--- src/inc/wakeup_measure_compare_defs.vh ---
// constants for the amplitude/phase wake-up compare block
// assumes an 8-bit register port whose bit 7 selects register space B
// How it works
// - phase threshold is config bits 7:4
// - config bit 3 includes triggering sample
// - weight code 00..11 selects 4,8,16,32
// - config bit 0 picks average as reference
// - phase reference value, read-write, resets zero
// - phase average view, read-only, resets zero
// - latest phase result view, read-only
// - amplitude average view, read-only, resets zero
// - latest amplitude result view, read-only
// - restore timing field in bits 7:4
// - three-bit oscillator trim code readout, centre 011b
// - trim readout in space B, bits 7:3 zero
// - amplitude config mirrors phase config layout
// - amplitude reference value, read-write, resets zero
`ifndef WAKEUP_MEASURE_COMPARE_DEFS_VH
`define WAKEUP_MEASURE_COMPARE_DEFS_VH

// space A offsets
`define OFF_AMP_CFG      8'h33
`define OFF_AMP_REF      8'h34
`define OFF_AMP_AVG      8'h35
`define OFF_AMP_LAST     8'h36
`define OFF_PH_CFG       8'h37
`define OFF_PH_REF       8'h38
`define OFF_PH_AVG       8'h39
`define OFF_PH_LAST      8'h3A
// wake event registers
`define OFF_IRQ_STATUS   8'h3C
`define OFF_IRQ_CLEAR    8'h3D
`define OFF_IRQ_ENABLE   8'h3E
// space B offsets (bit 7 set)
`define OFF_DRES_TIME    8'hB8
`define OFF_TRIM_VIEW    8'hB9

// config field positions
`define CFG_THR_HI       7
`define CFG_THR_LO       4
`define CFG_INCL_BIT     3
`define CFG_WGT_HI       2
`define CFG_WGT_LO       1
`define CFG_REFSEL_BIT   0
// smallest weight is 4, a shift of 2
`define WGT_BASE_SHIFT   3'h2

// restore timing field
`define DRES_HI          7
`define DRES_LO          4

// status bit positions
`define ST_AMP_BIT       0
`define ST_PH_BIT        1

`define REG_RESET        8'h00
`define TRIM_RESET       3'h0

`endif

--- src/rtl/wakeup_measure_compare.v ---
// amplitude and phase wake-up comparator with running averages and views
// assumes measurement strobes come from logic on CORE_CLK; trim code is static
//
// Added by the designer: the strobed register port.

`timescale 1ns/1ps
`include "wakeup_measure_compare_defs.vh"

module wakeup_measure_compare (
  input  wire       CORE_CLK,
  input  wire       RESET_N,
  input  wire [7:0] ADDR,
  input  wire [7:0] WDATA,
  input  wire       WR_EN,
  input  wire       RD_EN,
  output reg  [7:0] RDATA,
  input  wire       AMP_VALID,
  input  wire [7:0] AMP_RESULT,
  input  wire       PHASE_VALID,
  input  wire [7:0] PHASE_RESULT,
  input  wire [2:0] TRIM_CODE,
  output reg  [3:0] DRES_TIME,
  output reg        AMP_WAKE,
  output reg        PHASE_WAKE,
  output reg        IRQ
);

  // channel 0 is amplitude, channel 1 is phase
  localparam NCH = 2;

  // flat views of the per-channel registers, one driver per slice
  wire [8*NCH-1:0] cfg_r;
  wire [8*NCH-1:0] ref_r;
  wire [8*NCH-1:0] avg_r;
  wire [8*NCH-1:0] last_r;
  wire [NCH-1:0]   hit;
  reg  [1:0]       status_r;
  reg  [1:0]       status_nxt;
  reg  [1:0]       enable_r;
  reg  [2:0]       trim_meta_r;
  reg  [2:0]       trim_r;
  reg  [7:0]       rdata_nxt;

  // per-channel register offsets
  function [7:0] cfg_off;
    input integer ch;
    begin
      cfg_off = (ch == 0) ? `OFF_AMP_CFG : `OFF_PH_CFG;
    end
  endfunction

  function [7:0] ref_off;
    input integer ch;
    begin
      ref_off = (ch == 0) ? `OFF_AMP_REF : `OFF_PH_REF;
    end
  endfunction

  // weight code to right-shift amount: 2,3,4,5 for weights 4,8,16,32
  function [2:0] wgt_shift;
    input [1:0] code;
    begin
      wgt_shift = `WGT_BASE_SHIFT + {1'b0, code};
    end
  endfunction

  wire       valid [0:NCH-1];
  wire [7:0] sample [0:NCH-1];
  assign valid[0]  = AMP_VALID;
  assign valid[1]  = PHASE_VALID;
  assign sample[0] = AMP_RESULT;
  assign sample[1] = PHASE_RESULT;

  genvar ch;
  generate
    for (ch = 0; ch < NCH; ch = ch + 1) begin : g_ch
      reg  [7:0]        cfg_ch_r;
      reg  [7:0]        ref_ch_r;
      reg  [7:0]        avg_ch_r;
      reg  [7:0]        last_ch_r;
      wire [7:0]        cfg  = cfg_ch_r;
      wire [7:0]        avg  = avg_ch_r;
      wire [3:0]        thr  = cfg[`CFG_THR_HI:`CFG_THR_LO];
      wire              incl = cfg[`CFG_INCL_BIT];
      wire [1:0]        wgt  = cfg[`CFG_WGT_HI:`CFG_WGT_LO];
      // reference is either the programmed value or the running average
      wire [7:0]        refv = cfg[`CFG_REFSEL_BIT] ? avg : ref_ch_r;
      wire signed [8:0] dref = $signed({1'b0, sample[ch]}) - $signed({1'b0, refv});
      wire [8:0]        mag  = dref[8] ? (9'h000 - dref) : dref;
      // arithmetic shift: a negative step rounds toward minus infinity, never to zero
      wire signed [8:0] davg = $signed({1'b0, sample[ch]}) - $signed({1'b0, avg});
      wire signed [8:0] step = davg >>> wgt_shift(wgt);
      wire              upd;

      assign hit[ch] = valid[ch] & (mag > {5'h00, thr});
      // a triggering sample only moves the average when include is set
      assign upd     = valid[ch] & (~hit[ch] | incl);

      // each channel owns its slice of the flat views
      assign cfg_r[8*ch +: 8]  = cfg_ch_r;
      assign ref_r[8*ch +: 8]  = ref_ch_r;
      assign avg_r[8*ch +: 8]  = avg_ch_r;
      assign last_r[8*ch +: 8] = last_ch_r;

      // config and reference registers
      always @(posedge CORE_CLK or negedge RESET_N) begin
        if (!RESET_N) begin
          cfg_ch_r <= `REG_RESET;
          ref_ch_r <= `REG_RESET;
        end else if (WR_EN) begin
          if (ADDR == cfg_off(ch))
            cfg_ch_r <= WDATA;
          if (ADDR == ref_off(ch))
            ref_ch_r <= WDATA;
        end
      end

      // average and latest result follow the front end, never the bus
      always @(posedge CORE_CLK or negedge RESET_N) begin
        if (!RESET_N) begin
          avg_ch_r  <= `REG_RESET;
          last_ch_r <= `REG_RESET;
        end else begin
          if (valid[ch])
            last_ch_r <= sample[ch];
          if (upd)
            avg_ch_r  <= avg + step[7:0];
        end
      end
    end
  endgenerate

  // sticky status: a new event wins over a clear in the same cycle
  always @* begin
    status_nxt = status_r;
    if (WR_EN && ADDR == `OFF_IRQ_CLEAR)
      status_nxt = status_nxt & ~WDATA[1:0];
    status_nxt = status_nxt | hit;
  end

  // event registers, interrupt level and wake pulses
  always @(posedge CORE_CLK or negedge RESET_N) begin
    if (!RESET_N) begin
      status_r   <= 2'h0;
      enable_r   <= 2'h0;
      IRQ        <= 1'b0;
      AMP_WAKE   <= 1'b0;
      PHASE_WAKE <= 1'b0;
    end else begin
      status_r   <= status_nxt;
      if (WR_EN && ADDR == `OFF_IRQ_ENABLE)
        enable_r <= WDATA[1:0];
      IRQ        <= |(status_nxt & ((WR_EN && ADDR == `OFF_IRQ_ENABLE) ? WDATA[1:0] : enable_r));
      AMP_WAKE   <= hit[0];
      PHASE_WAKE <= hit[1];
    end
  end

  // restore timing: only the upper nibble is stored, low bits read zero
  always @(posedge CORE_CLK or negedge RESET_N) begin
    if (!RESET_N)
      DRES_TIME <= 4'h0;
    else if (WR_EN && ADDR == `OFF_DRES_TIME)
      DRES_TIME <= WDATA[`DRES_HI:`DRES_LO];
  end

  // trim code comes from another domain, two flops before use
  always @(posedge CORE_CLK or negedge RESET_N) begin
    if (!RESET_N) begin
      trim_meta_r <= `TRIM_RESET;
      trim_r      <= `TRIM_RESET;
    end else begin
      trim_meta_r <= TRIM_CODE;
      trim_r      <= trim_meta_r;
    end
  end

  // read mux; unmapped and write-only locations read zero
  always @* begin
    case (ADDR)
      `OFF_AMP_CFG:    rdata_nxt = cfg_r[7:0];
      `OFF_AMP_REF:    rdata_nxt = ref_r[7:0];
      `OFF_AMP_AVG:    rdata_nxt = avg_r[7:0];
      `OFF_AMP_LAST:   rdata_nxt = last_r[7:0];
      `OFF_PH_CFG:     rdata_nxt = cfg_r[15:8];
      `OFF_PH_REF:     rdata_nxt = ref_r[15:8];
      `OFF_PH_AVG:     rdata_nxt = avg_r[15:8];
      `OFF_PH_LAST:    rdata_nxt = last_r[15:8];
      `OFF_IRQ_STATUS: rdata_nxt = {6'h00, status_r};
      `OFF_IRQ_ENABLE: rdata_nxt = {6'h00, enable_r};
      `OFF_DRES_TIME:  rdata_nxt = {DRES_TIME, 4'h0};
      `OFF_TRIM_VIEW:  rdata_nxt = {5'h00, trim_r};
      default:         rdata_nxt = 8'h00;
    endcase
  end

  // read data stand only in the cycle after the strobe
  always @(posedge CORE_CLK or negedge RESET_N) begin
    if (!RESET_N)
      RDATA <= 8'h00;
    else
      RDATA <= RD_EN ? rdata_nxt : 8'h00;
  end

endmodule // wakeup_measure_compare

--- config.mk ---
export PLATFORM = sky130hd
export DESIGN_NAME = wakeup_measure_compare
export DESIGN_NICKNAME = d
export VERILOG_FILES = /design/src/rtl/wakeup_measure_compare.v
export VERILOG_INCLUDE_DIRS = /design/src /design/src/inc
export SDC_FILE = /design/constraint.sdc
export NUM_CORES = 1
export LEC_CHECK = 0
export BUFFER_PORTS_ARGS = -buffer_cell sky130_fd_sc_hd__buf_2
export CAP_MARGIN = 40
export CORE_MARGIN = 2
export CORE_UTILIZATION = 45
export DETAILED_ROUTE_END_ITERATION = 10
export RECOVER_POWER = 100
export SYNTH_ARGS = -nofsm -noshare
export SYNTH_HDL_FRONTEND = slang
export SYNTH_SLANG_ARGS = --single-unit
--- constraint.sdc ---
create_clock -name CORE_CLK -period 5.9 [get_ports CORE_CLK]
set_input_delay 0.295 -clock CORE_CLK [delete_from_list [all_inputs] [get_ports CORE_CLK]]
set_output_delay 0.295 -clock CORE_CLK [all_outputs]
set_load 0.05 [all_outputs]
==> results.ini, run 1 <==
[setup_path]
crit_arrival_ns=5.14
crit_chain=mux2_2, ha_1, fa_1, nand3b_1, a21oi_1, nor2_1, o21ai_0, nor2_1, a21oi_1, ha_1, nor2b_1, o21ai_0, nand2b_1, a21oi_1, a41oi_1, a211oi_2, o21ai_0, a22o_1
worstRegToRegCells=18
path_class=reg -> reg
cp-start-kind=flip-flop
timing.rr.start=g_ch[0].cfg[0]
cp_num_buf_inv=0
worstSetupEndpointType=flip-flop
max_stage_delay_ns=0.65
ff2ff_setup_slack_ns=0.98
r2r-end=IRQ
critical-path-slowest-cell=dfrtp_1
cp_top_family=compound AO/OA/AOI/OAI gates
path_max_fanout=10
cp.required_ns=6.12

[route]
antenna_left=0
avgViaCountPerCell=6.07
firstDrtPassIters=5
via_count=5591
drt-total-wl_um=18600
post-route-drc-count=0
drt_iter0_markers=477
post_drt_wl_per_cell_um=20.2

[place]
dp_slack_ns=1.08
dpl_cell_area_um2=7130
gp_congestion=0.880
portBuffers=55
place.detailed.hpwl_um=14700

[yosys]
async_flop_share=1.00
seq_area_frac_synth=0.333
yosysWarningCount=0
synth_edf_count=0
synth_flop_cell=dfrtp_1
synth_cells=686
ys_ff_latch=89
syn-cell-area_um2=6690
synth.distinct_cells=68
synth.avg_cell_area_um2=9.76
synth_fp_nets=789

[finish]
final_common_cell=dfrtp_1
syn_to_final_growth_pct=10.0
drive_above_1_share=0.156
antennaDiodeCount=0
final_area_um2=7360
final_cell_mix=89 x dfrtp_1, 59 x nand2_1, 57 x ha_1, 51 x mux2_2, 43 x a21oi_1
fill_cells=1396
nets=835

[sta]
worst_slew_pin_slew_ns=3.05
min_period_ns=4.92
finalClockSkew_ns=0.00944
fin_crit_sh=0.833
setup_tns_ns=0
rsz0062_at_grt=no
setup_ws_ns=0.983
fmax_mhz=203
setup_viol=0
drv_slew=102
max-slew-margin-rel=-1.03
final-hold-violation-count=0

[hold_path]
hold_path_depth=1
hold_path_class=in -> reg
hold_start=TRIM_CODE[0]
hold_end=trim_meta_r[0]

[floorplanning]
die_w_um=126
rows=44
dieHeight_um=126
num_io_pins=56
core_area_um2=14500
dieArea_um2=15900
start_util=0.460

[global_routing]
grt_max_degree=57
first_global_vias=5582
grt_antenna_before_repair=0
grt.overflow.total=0
grt_pass1_wl_um=30000
track_usage=0.241

[clock_tree]
cts.sinks=89
cts_tree=built
cts-resized-gates=0
cts_buffers=9
root_buffer=clkbuf_16
htreeDepth=3
cts_buffer_depth=2
clk_pin_slew_ns=0.06
clk_latency_ns=0.35

[power]
pwr_density_cell_nw_per_um2=421
ir_worst_vdd_uv=211
power_leakage_uw=0.00330

[outcome]
violations=max-capacitance violations, max-slew violations
outcome=complete, but fails checks

[run]
drv_cap=3

## through the flow
step | hold slack (ns) | instances | utilization | total power [µW]
2_1_floorplan | -0.000591 | 686 | - | 2170
3_3_place_gp | 0.260 | 903 | 0.490 | 2510
3_5_place_dp | 0.264 | 904 | 0.490 | 2570
4_1_cts | 0.0474 | 921 | 0.510 | 3130
5_1_grt | 0.0481 | 921 | 0.507 | 3370
6_report | 0.0609 | 921 | 0.507 | 3100
## what timing repair did
item,in CTS,in global routing
buffers inserted,0,0
endpoints found under the setup margin,0,0
hold endpoints to repair,33,0
hold buffers,1,0
## power by group
part / switching (µW) / leakage [µW] / internal, µW / total [µW]
clock: 229 / 0.000133 / 308 / 538
sequential: 125 / 0.00111 / 700 / 825
combinational: 946 / 0.00206 / 792 / 1740
## flip-flops by register name, summed over array words and instances, names as in the netlist
| signal | count |
|---|---|
| g_ch.avg | 16 |
| g_ch.cfg | 16 |
| g_ch.last_ch_r | 16 |
| g_ch.ref_ch_r | 16 |
| RDATA | 8 |
| DRES_TIME | 4 |
| trim_meta_r | 3 |
| trim_r | 3 |
| enable_r | 2 |
| status_r | 2 |
| AMP_WAKE | 1 |
| IRQ | 1 |
| PHASE_WAKE | 1 |
## area by class of cell
class | count | area, µm² | share of cell area
well taps | 184 | 230 | 0.0313
clock buffers | 14 | 264 | 0.0359
inverters | 41 | 154 | 0.0209
flip-flops and latches | 89 | 2230 | 0.303
clock inverters | 2 | 12.5 | 0.00170
repair buffers | 58 | 270 | 0.0367
multi-input cells | 533 | 4200 | 0.571
## Yosys cell counts (14+ instances only)
cell type | n | area [µm²]
mux2_2 | 52 | 586
o21ai_0 | 34 | 170
dfrtp_1 | 89 | 2230
inv_1 | 41 | 154
xnor2_1 | 22 | 193
nor3_1 | 14 | 70.1
nor2_1 | 36 | 135
mux2i_1 | 34 | 340
ha_1 | 57 | 713
a21oi_1 | 43 | 215
nand2_1 | 59 | 221
clkbuf_1 | 17 | 63.8
## per-layer routing
| metal | part of all wire | up-vias | GRT usage |
|---|---|---|---|
| li1 | - | 2636 | - |
| met4 | 0.015 | 0 | 0.0692 |
| met1 | 0.48 | 2751 | 0.350 |
| met3 | 0.059 | 22 | 0.0348 |
| met2 | 0.45 | 182 | 0.375 |
| met5 | 0 | - | 0 |
## kinds of logic after synthesis
logic type | count (synthesis) | share of synthesized area
AO/OA/AOI/OAI | 167 | 0.169
XOR/XNOR | 35 | 0.0469
adder cells (fa/ha/maj) | 62 | 0.122
buffers and inverters | 64 | 0.0365
flip-flops | 89 | 0.333
multiplexers | 97 | 0.167
AND/OR/NAND/NOR | 172 | 0.127
## worst register-to-register path: stages, from the launching register on
cell	delay [ns]
dfrtp_1	0.65
mux2_2	0.41
ha_1	0.21
fa_1	0.40
nand3b_1	0.22
a21oi_1	0.21
nor2_1	0.09
o21ai_0	0.47
nor2_1	0.09
a21oi_1	0.16
ha_1	0.26
nor2b_1	0.13
o21ai_0	0.15
nand2b_1	0.07
a21oi_1	0.14
a41oi_1	0.07
a211oi_2	0.45
o21ai_0	0.31
a22o_1	0.31
## worst max-delay path by stage
stage | start | end | slack (ns) | cells past startpoint
after detailed placement | g_ch[0].cfg[0] | g_ch[0].avg[4] | 1.08 | 18
final | g_ch[0].cfg[0] | IRQ | 0.98 | 18
after CTS | g_ch[1].cfg[0] | g_ch[1].avg[4] | 1.07 | 17
after global routing | RESET_N | g_ch[1].avg[7] | 0.45 | 3
after floorplan | g_ch[1].cfg[0] | g_ch[1].avg[0] | 1.39 | 19
after global placement | g_ch[1].cfg[0] | g_ch[1].avg[1] | 1.25 | 17
Power figures use the tool's default switching activity.
==> inputs of run 2 (changes only) <==
--- a/config.mk
+++ b/config.mk
@@ -11,6 +11,7 @@
 export CORE_MARGIN = 2
 export CORE_UTILIZATION = 45
 export DETAILED_ROUTE_END_ITERATION = 10
+export PLACE_DENSITY = 0.65
 export RECOVER_POWER = 100
 export SYNTH_ARGS = -nofsm -noshare
 export SYNTH_HDL_FRONTEND = slang
==> constraint.sdc (replaced) <==
create_clock -name CORE_CLK -period 4.3 [get_ports CORE_CLK]
set_input_delay 0.215 -clock CORE_CLK [delete_from_list [all_inputs] [get_ports CORE_CLK]]
set_output_delay 0.215 -clock CORE_CLK [all_outputs]
set_load 0.05 [all_outputs]
==> run 2 against run 1 <==
Effect of this change:
- the flow still finishes with violations (max-capacitance violations, max-slew violations)
- clock skew is 0.0013 ns lower
- first-iteration DRC count grew 6.5%
- total power grew 48%
- via count up 4.7%
- non-clock buffer count grew 41
- cell count up 4.2%
- clock-buffer cell count fell by 2
- worst setup slack worse by 0.95 ns
- sequential power is 31% higher
- critical path type unchanged
==> results.ini, run 2 (same netlist as run 1, synthesis figures left out) <==
[sta]
min_period_ns=4.27
worst_slew_pin_slew_ns=3.11
fmax_mhz=234
timing.hold.ws_ns=0.140
drv_slew=58
fin_crit_sh=0.993
max-slew-margin-rel=-1.07
finalClockSkew_ns=0.00810
setup_viol=0
final-hold-violation-count=0

[setup_path]
cp_top_family=compound AO/OA/AOI/OAI gates
critical-path-slowest-cell=or4_4
max_stage_delay_ns=0.59
path_class=reg -> reg
worstRegToRegCells=17
timing.rr.start=g_ch[1].cfg[0]
path_max_fanout=5
path_depth=17
cp-start-kind=flip-flop
crit_arrival_ns=4.50
worstSetupEndpointType=flip-flop
r2r-end=g_ch[1].avg[0]
cp_common_cell=ha_1
crit_chain=buf_6, mux2i_1, ha_1, and2_4, a22o_1, o31ai_4, nand2_2, nor2_1, xnor2_1, ha_1, nand2_1, o21ai_2, a221oi_2, o2111ai_1, or4_4, a21o_4, mux2_1
ff2ff_setup_slack_ns=0.03
cp.required_ns=4.53
cp_num_buf_inv=1

[finish]
final_area_um2=7840
nets=876
final_cell_mix=87 x dfrtp_1, 58 x nand2_1, 55 x ha_1, 50 x mux2_2, 41 x inv_1
fill_cells=1349
final_cells=960
final_util=0.539
drive_above_1_share=0.240
final_common_cell=dfrtp_1
antennaDiodeCount=0
syn_to_final_growth_pct=17.1

[route]
drt_iter0_markers=508
post-route-drc-count=0
drt-total-wl_um=19400
via_count=5855
avgViaCountPerCell=6.10
antenna_left=0
post_drt_wl_per_cell_um=20.2
firstDrtPassIters=6

[global_routing]
grt_max_degree=58
first_global_vias=5764
grt.overflow.total=0
grt_antenna_before_repair=0
track_usage=0.243
grt_pass1_wl_um=30500

[clock_tree]
cts_tree=built
clk_latency_ns=0.34
clk_pin_slew_ns=0.06
cts_buffers=9
root_buffer=clkbuf_16
htreeDepth=3
cts.sinks=89
cts_buffer_depth=2

[power]
power_leakage_uw=0.00355
fin_total_pwr_uw=4600
ir_worst_vdd_uv=226
pwr_density_cell_nw_per_um2=586

[place]
portBuffers=55
dp_cells=936
place.detailed.hpwl_um=15300
gp_congestion=0.938
dpl_cell_area_um2=7370

[run]
drv_cap=1

[floorplanning]
start_util=0.460
dieHeight_um=126
rows=44
core_area_um2=14500
dieArea_um2=15900
die_w_um=126
num_io_pins=56

[hold_path]
hold_start=AMP_RESULT[0]
hold_end=g_ch[0].last_ch_r[0]
hold_path_class=in -> reg
hold_path_depth=2

[outcome]
violations=max-capacitance violations, max-slew violations
outcome=complete, but fails checks

run 2: metal layers:
metal,vias to the layer above,global-route usage,share of wire
li1,2700,-,-
met1,2889,0.345,0.46
met2,223,0.382,0.45
met3,43,0.0395,0.061
met4,0,0.0795,0.028
met5,-,0,0
run 2: what timing repair did:
item,CTS,global route
pin swaps,1,18
resized for setup,4,35
endpoints found under the setup margin,9,20
hold buffers,4,0
hold endpoints to repair,59,0
buffers inserted,1,5
run 2: how the worst max path moves through the flow:
stage	start	to	slack, ns
floorplan	g_ch[1].cfg[0]	g_ch[1].avg[0]	0.02
global placement	g_ch[1].cfg[0]	g_ch[1].avg[0]	0.02
detailed placement	g_ch[1].cfg[0]	g_ch[1].avg[4]	-0.13
CTS	g_ch[1].cfg[0]	g_ch[1].avg[4]	0.005
global route	g_ch[1].cfg[0]	IRQ	-0.12
finish	g_ch[1].cfg[0]	g_ch[1].avg[0]	0.03
run 2: per-stage QoR:
step	worst slack, ns	TNS (ns)
floorplan	0.0154	0
global placement	0.0199	0
detailed placement	-0.131	-0.645
CTS	0.00481	0
global route	-0.123	-0.735
finish	0.0289	0
run 2: area by class of cell:
class | instances | area, µm² | share of cell area
repair buffers | 99 | 594 | 0.0758
flip-flops and latches | 89 | 2230 | 0.284
well taps | 184 | 230 | 0.0294
multi-input cells | 533 | 4350 | 0.555
inverters | 41 | 154 | 0.0196
clock buffers | 12 | 267 | 0.0340
clock inverters | 2 | 13.8 | 0.00176
run 2: power by group:
part           switching [µW]  total [µW]  leakage [µW]  internal [µW]
Clock                     314         746      0.000141            432
Combinational            1490        2770       0.00230           1270
Sequential                121        1080       0.00111            962
==> inputs of run 3 (changes only) <==
--- a/config.mk
+++ b/config.mk
@@ -8,11 +8,14 @@
 export LEC_CHECK = 0
 export BUFFER_PORTS_ARGS = -buffer_cell sky130_fd_sc_hd__buf_2
 export CAP_MARGIN = 40
+export CELL_PAD_IN_SITES_DETAIL_PLACEMENT = 1
+export CELL_PAD_IN_SITES_GLOBAL_PLACEMENT = 2
 export CORE_MARGIN = 2
-export CORE_UTILIZATION = 45
+export CORE_UTILIZATION = 35
 export DETAILED_ROUTE_END_ITERATION = 10
-export PLACE_DENSITY = 0.65
+export PLACE_DENSITY_LB_ADDON = 0.1
 export RECOVER_POWER = 100
+export SKIP_CTS_REPAIR_TIMING = 1
 export SYNTH_ARGS = -nofsm -noshare
 export SYNTH_HDL_FRONTEND = slang
 export SYNTH_SLANG_ARGS = --single-unit
==> run 3 against run 2 <==
Effect of this change:
- the run still ends with max-capacitance violations, max-slew violations left
- sequential share of layout area fell by 0.82 points
- largest cell class unchanged
- largest power group unchanged
- via count is 0.43% lower
- clock-buffer cell count decreased by 2
==> results.ini, run 3 (same netlist as run 1, synthesis figures left out) <==
[place]
dpl_cell_area_um2=7500
place.detailed.hpwl_um=18100
dp_cells=995
gp_congestion=0.861
portBuffers=55

[hold_path]
hold_path_class=in -> reg

[clock_tree]
htreeDepth=3
clk_latency_ns=0.34
cts.sinks=89
cts_buffer_depth=2
root_buffer=clkbuf_16
clk_pin_slew_ns=0.07
cts_buffers=9
cts_tree=built

[route]
avgViaCountPerCell=5.70
antenna_left=0
drt-total-wl_um=22600
post-route-drc-count=0
post_drt_wl_per_cell_um=22.1
via_count=5830
firstDrtPassIters=5
drt_iter0_markers=367

[sta]
fmax_mhz=234
worst_slew_pin_slew_ns=2.48
drv_slew=45
final-hold-violation-count=0
rsz0062_at_grt=yes
fin_crit_sh=0.995
min_period_ns=4.28
finalClockSkew_ns=0.00735
setup_viol=0
max-slew-margin-rel=-0.651

[floorplanning]
core_area_um2=18700
rows=50
num_io_pins=56
dieArea_um2=20200
start_util=0.358
die_w_um=142
dieHeight_um=142

[power]
pwr_density_cell_nw_per_um2=592
ir_worst_vdd_uv=432
fin_total_pwr_uw=4780
power_leakage_uw=0.00361

[setup_path]
path_max_fanout=5
path_class=reg -> reg
cp_top_family=compound AO/OA/AOI/OAI gates
cp.required_ns=4.52
critical-path-slowest-cell=or4_4
cp_common_cell=ha_1
worstSetupEndpointType=flip-flop
cp-start-kind=flip-flop
max_stage_delay_ns=0.59
crit_arrival_ns=4.50
crit_chain=buf_6, mux2i_1, ha_1, and2_4, a22o_1, o31ai_4, nand3_1, xnor2_1, ha_1, a21oi_1, o21ai_2, a221oi_2, o2111ai_2, or4_4, a21o_4, mux2_4
cp_num_buf_inv=1

[finish]
final_cell_mix=88 x dfrtp_1, 58 x nand2_1, 55 x ha_1, 51 x mux2_2, 43 x buf_4
final_area_um2=8070
fill_cells=2122
nets=887
final_cells=1023
drive_above_1_share=0.261
antennaDiodeCount=0
final_common_cell=dfrtp_1
final_util=0.431
multi_input_area_um2=4400
syn_to_final_growth_pct=20.5
register_area_um2=2230

[global_routing]
grt_max_degree=47
track_usage=0.227
grt_antenna_before_repair=0
first_global_vias=6039
grt.overflow.total=0
grt_pass1_wl_um=34900

[run]
drv_cap=1

[outcome]
outcome=complete, but fails checks
violations=max-capacitance violations, max-slew violations

-- run 3: final timing paths --
path                                      from              endpoint  slack (ns)  cells after the start
worst max register to register  g_ch[1].cfg[0]        g_ch[1].avg[0]        0.02                     16
worst max-delay path            g_ch[1].cfg[0]        g_ch[1].avg[0]        0.02                     16
max in group asynchronous              RESET_N  g_ch[1].last_ch_r[3]        0.88                      3
min in group asynchronous              RESET_N          DRES_TIME[3]        1.17                      2
worst min-delay path             AMP_RESULT[0]  g_ch[0].last_ch_r[0]        0.13                      2
worst min register to register  trim_meta_r[2]             trim_r[2]        0.35                      0
-- run 3: metal layers --
metal	vias to the layer above	track usage	share of wire
met4	0	0.0374	0.0088
met2	128	0.369	0.46
met5	-	0	0
met3	14	0.0279	0.040
li1	2736	-	-
met1	2952	0.330	0.49
-- run 3: area by class of cell --
class,count,area share
Clock buffer,10,0.0296
Clock inverter,6,0.00822
Inverter,41,0.0191
Multi-Input combinational cell,533,0.545
Sequential cell,89,0.276
Tap cell,234,0.0363
Timing Repair Buffer,110,0.0852
-- run 3: stage by stage --
stage               setup TNS, ns  setup slack (ns)  hold slack (ns)
global placement           -0.459           -0.0823            0.243
global route                -1.98            -0.168            0.135
CTS                         -2.73            -0.281           -0.120
detailed placement          -2.22            -0.228            0.248
finish                          0            0.0217            0.134
floorplan                       0            0.0154          -0.0806
-- run 3: power breakdown --
part,switching [µW],leakage [µW],internal [µW],total [µW]
clock,343,0.000141,467,810
sequential,132,0.00111,962,1090
combinational,1530,0.00236,1350,2870
total,2000,0.00361,2770,4780
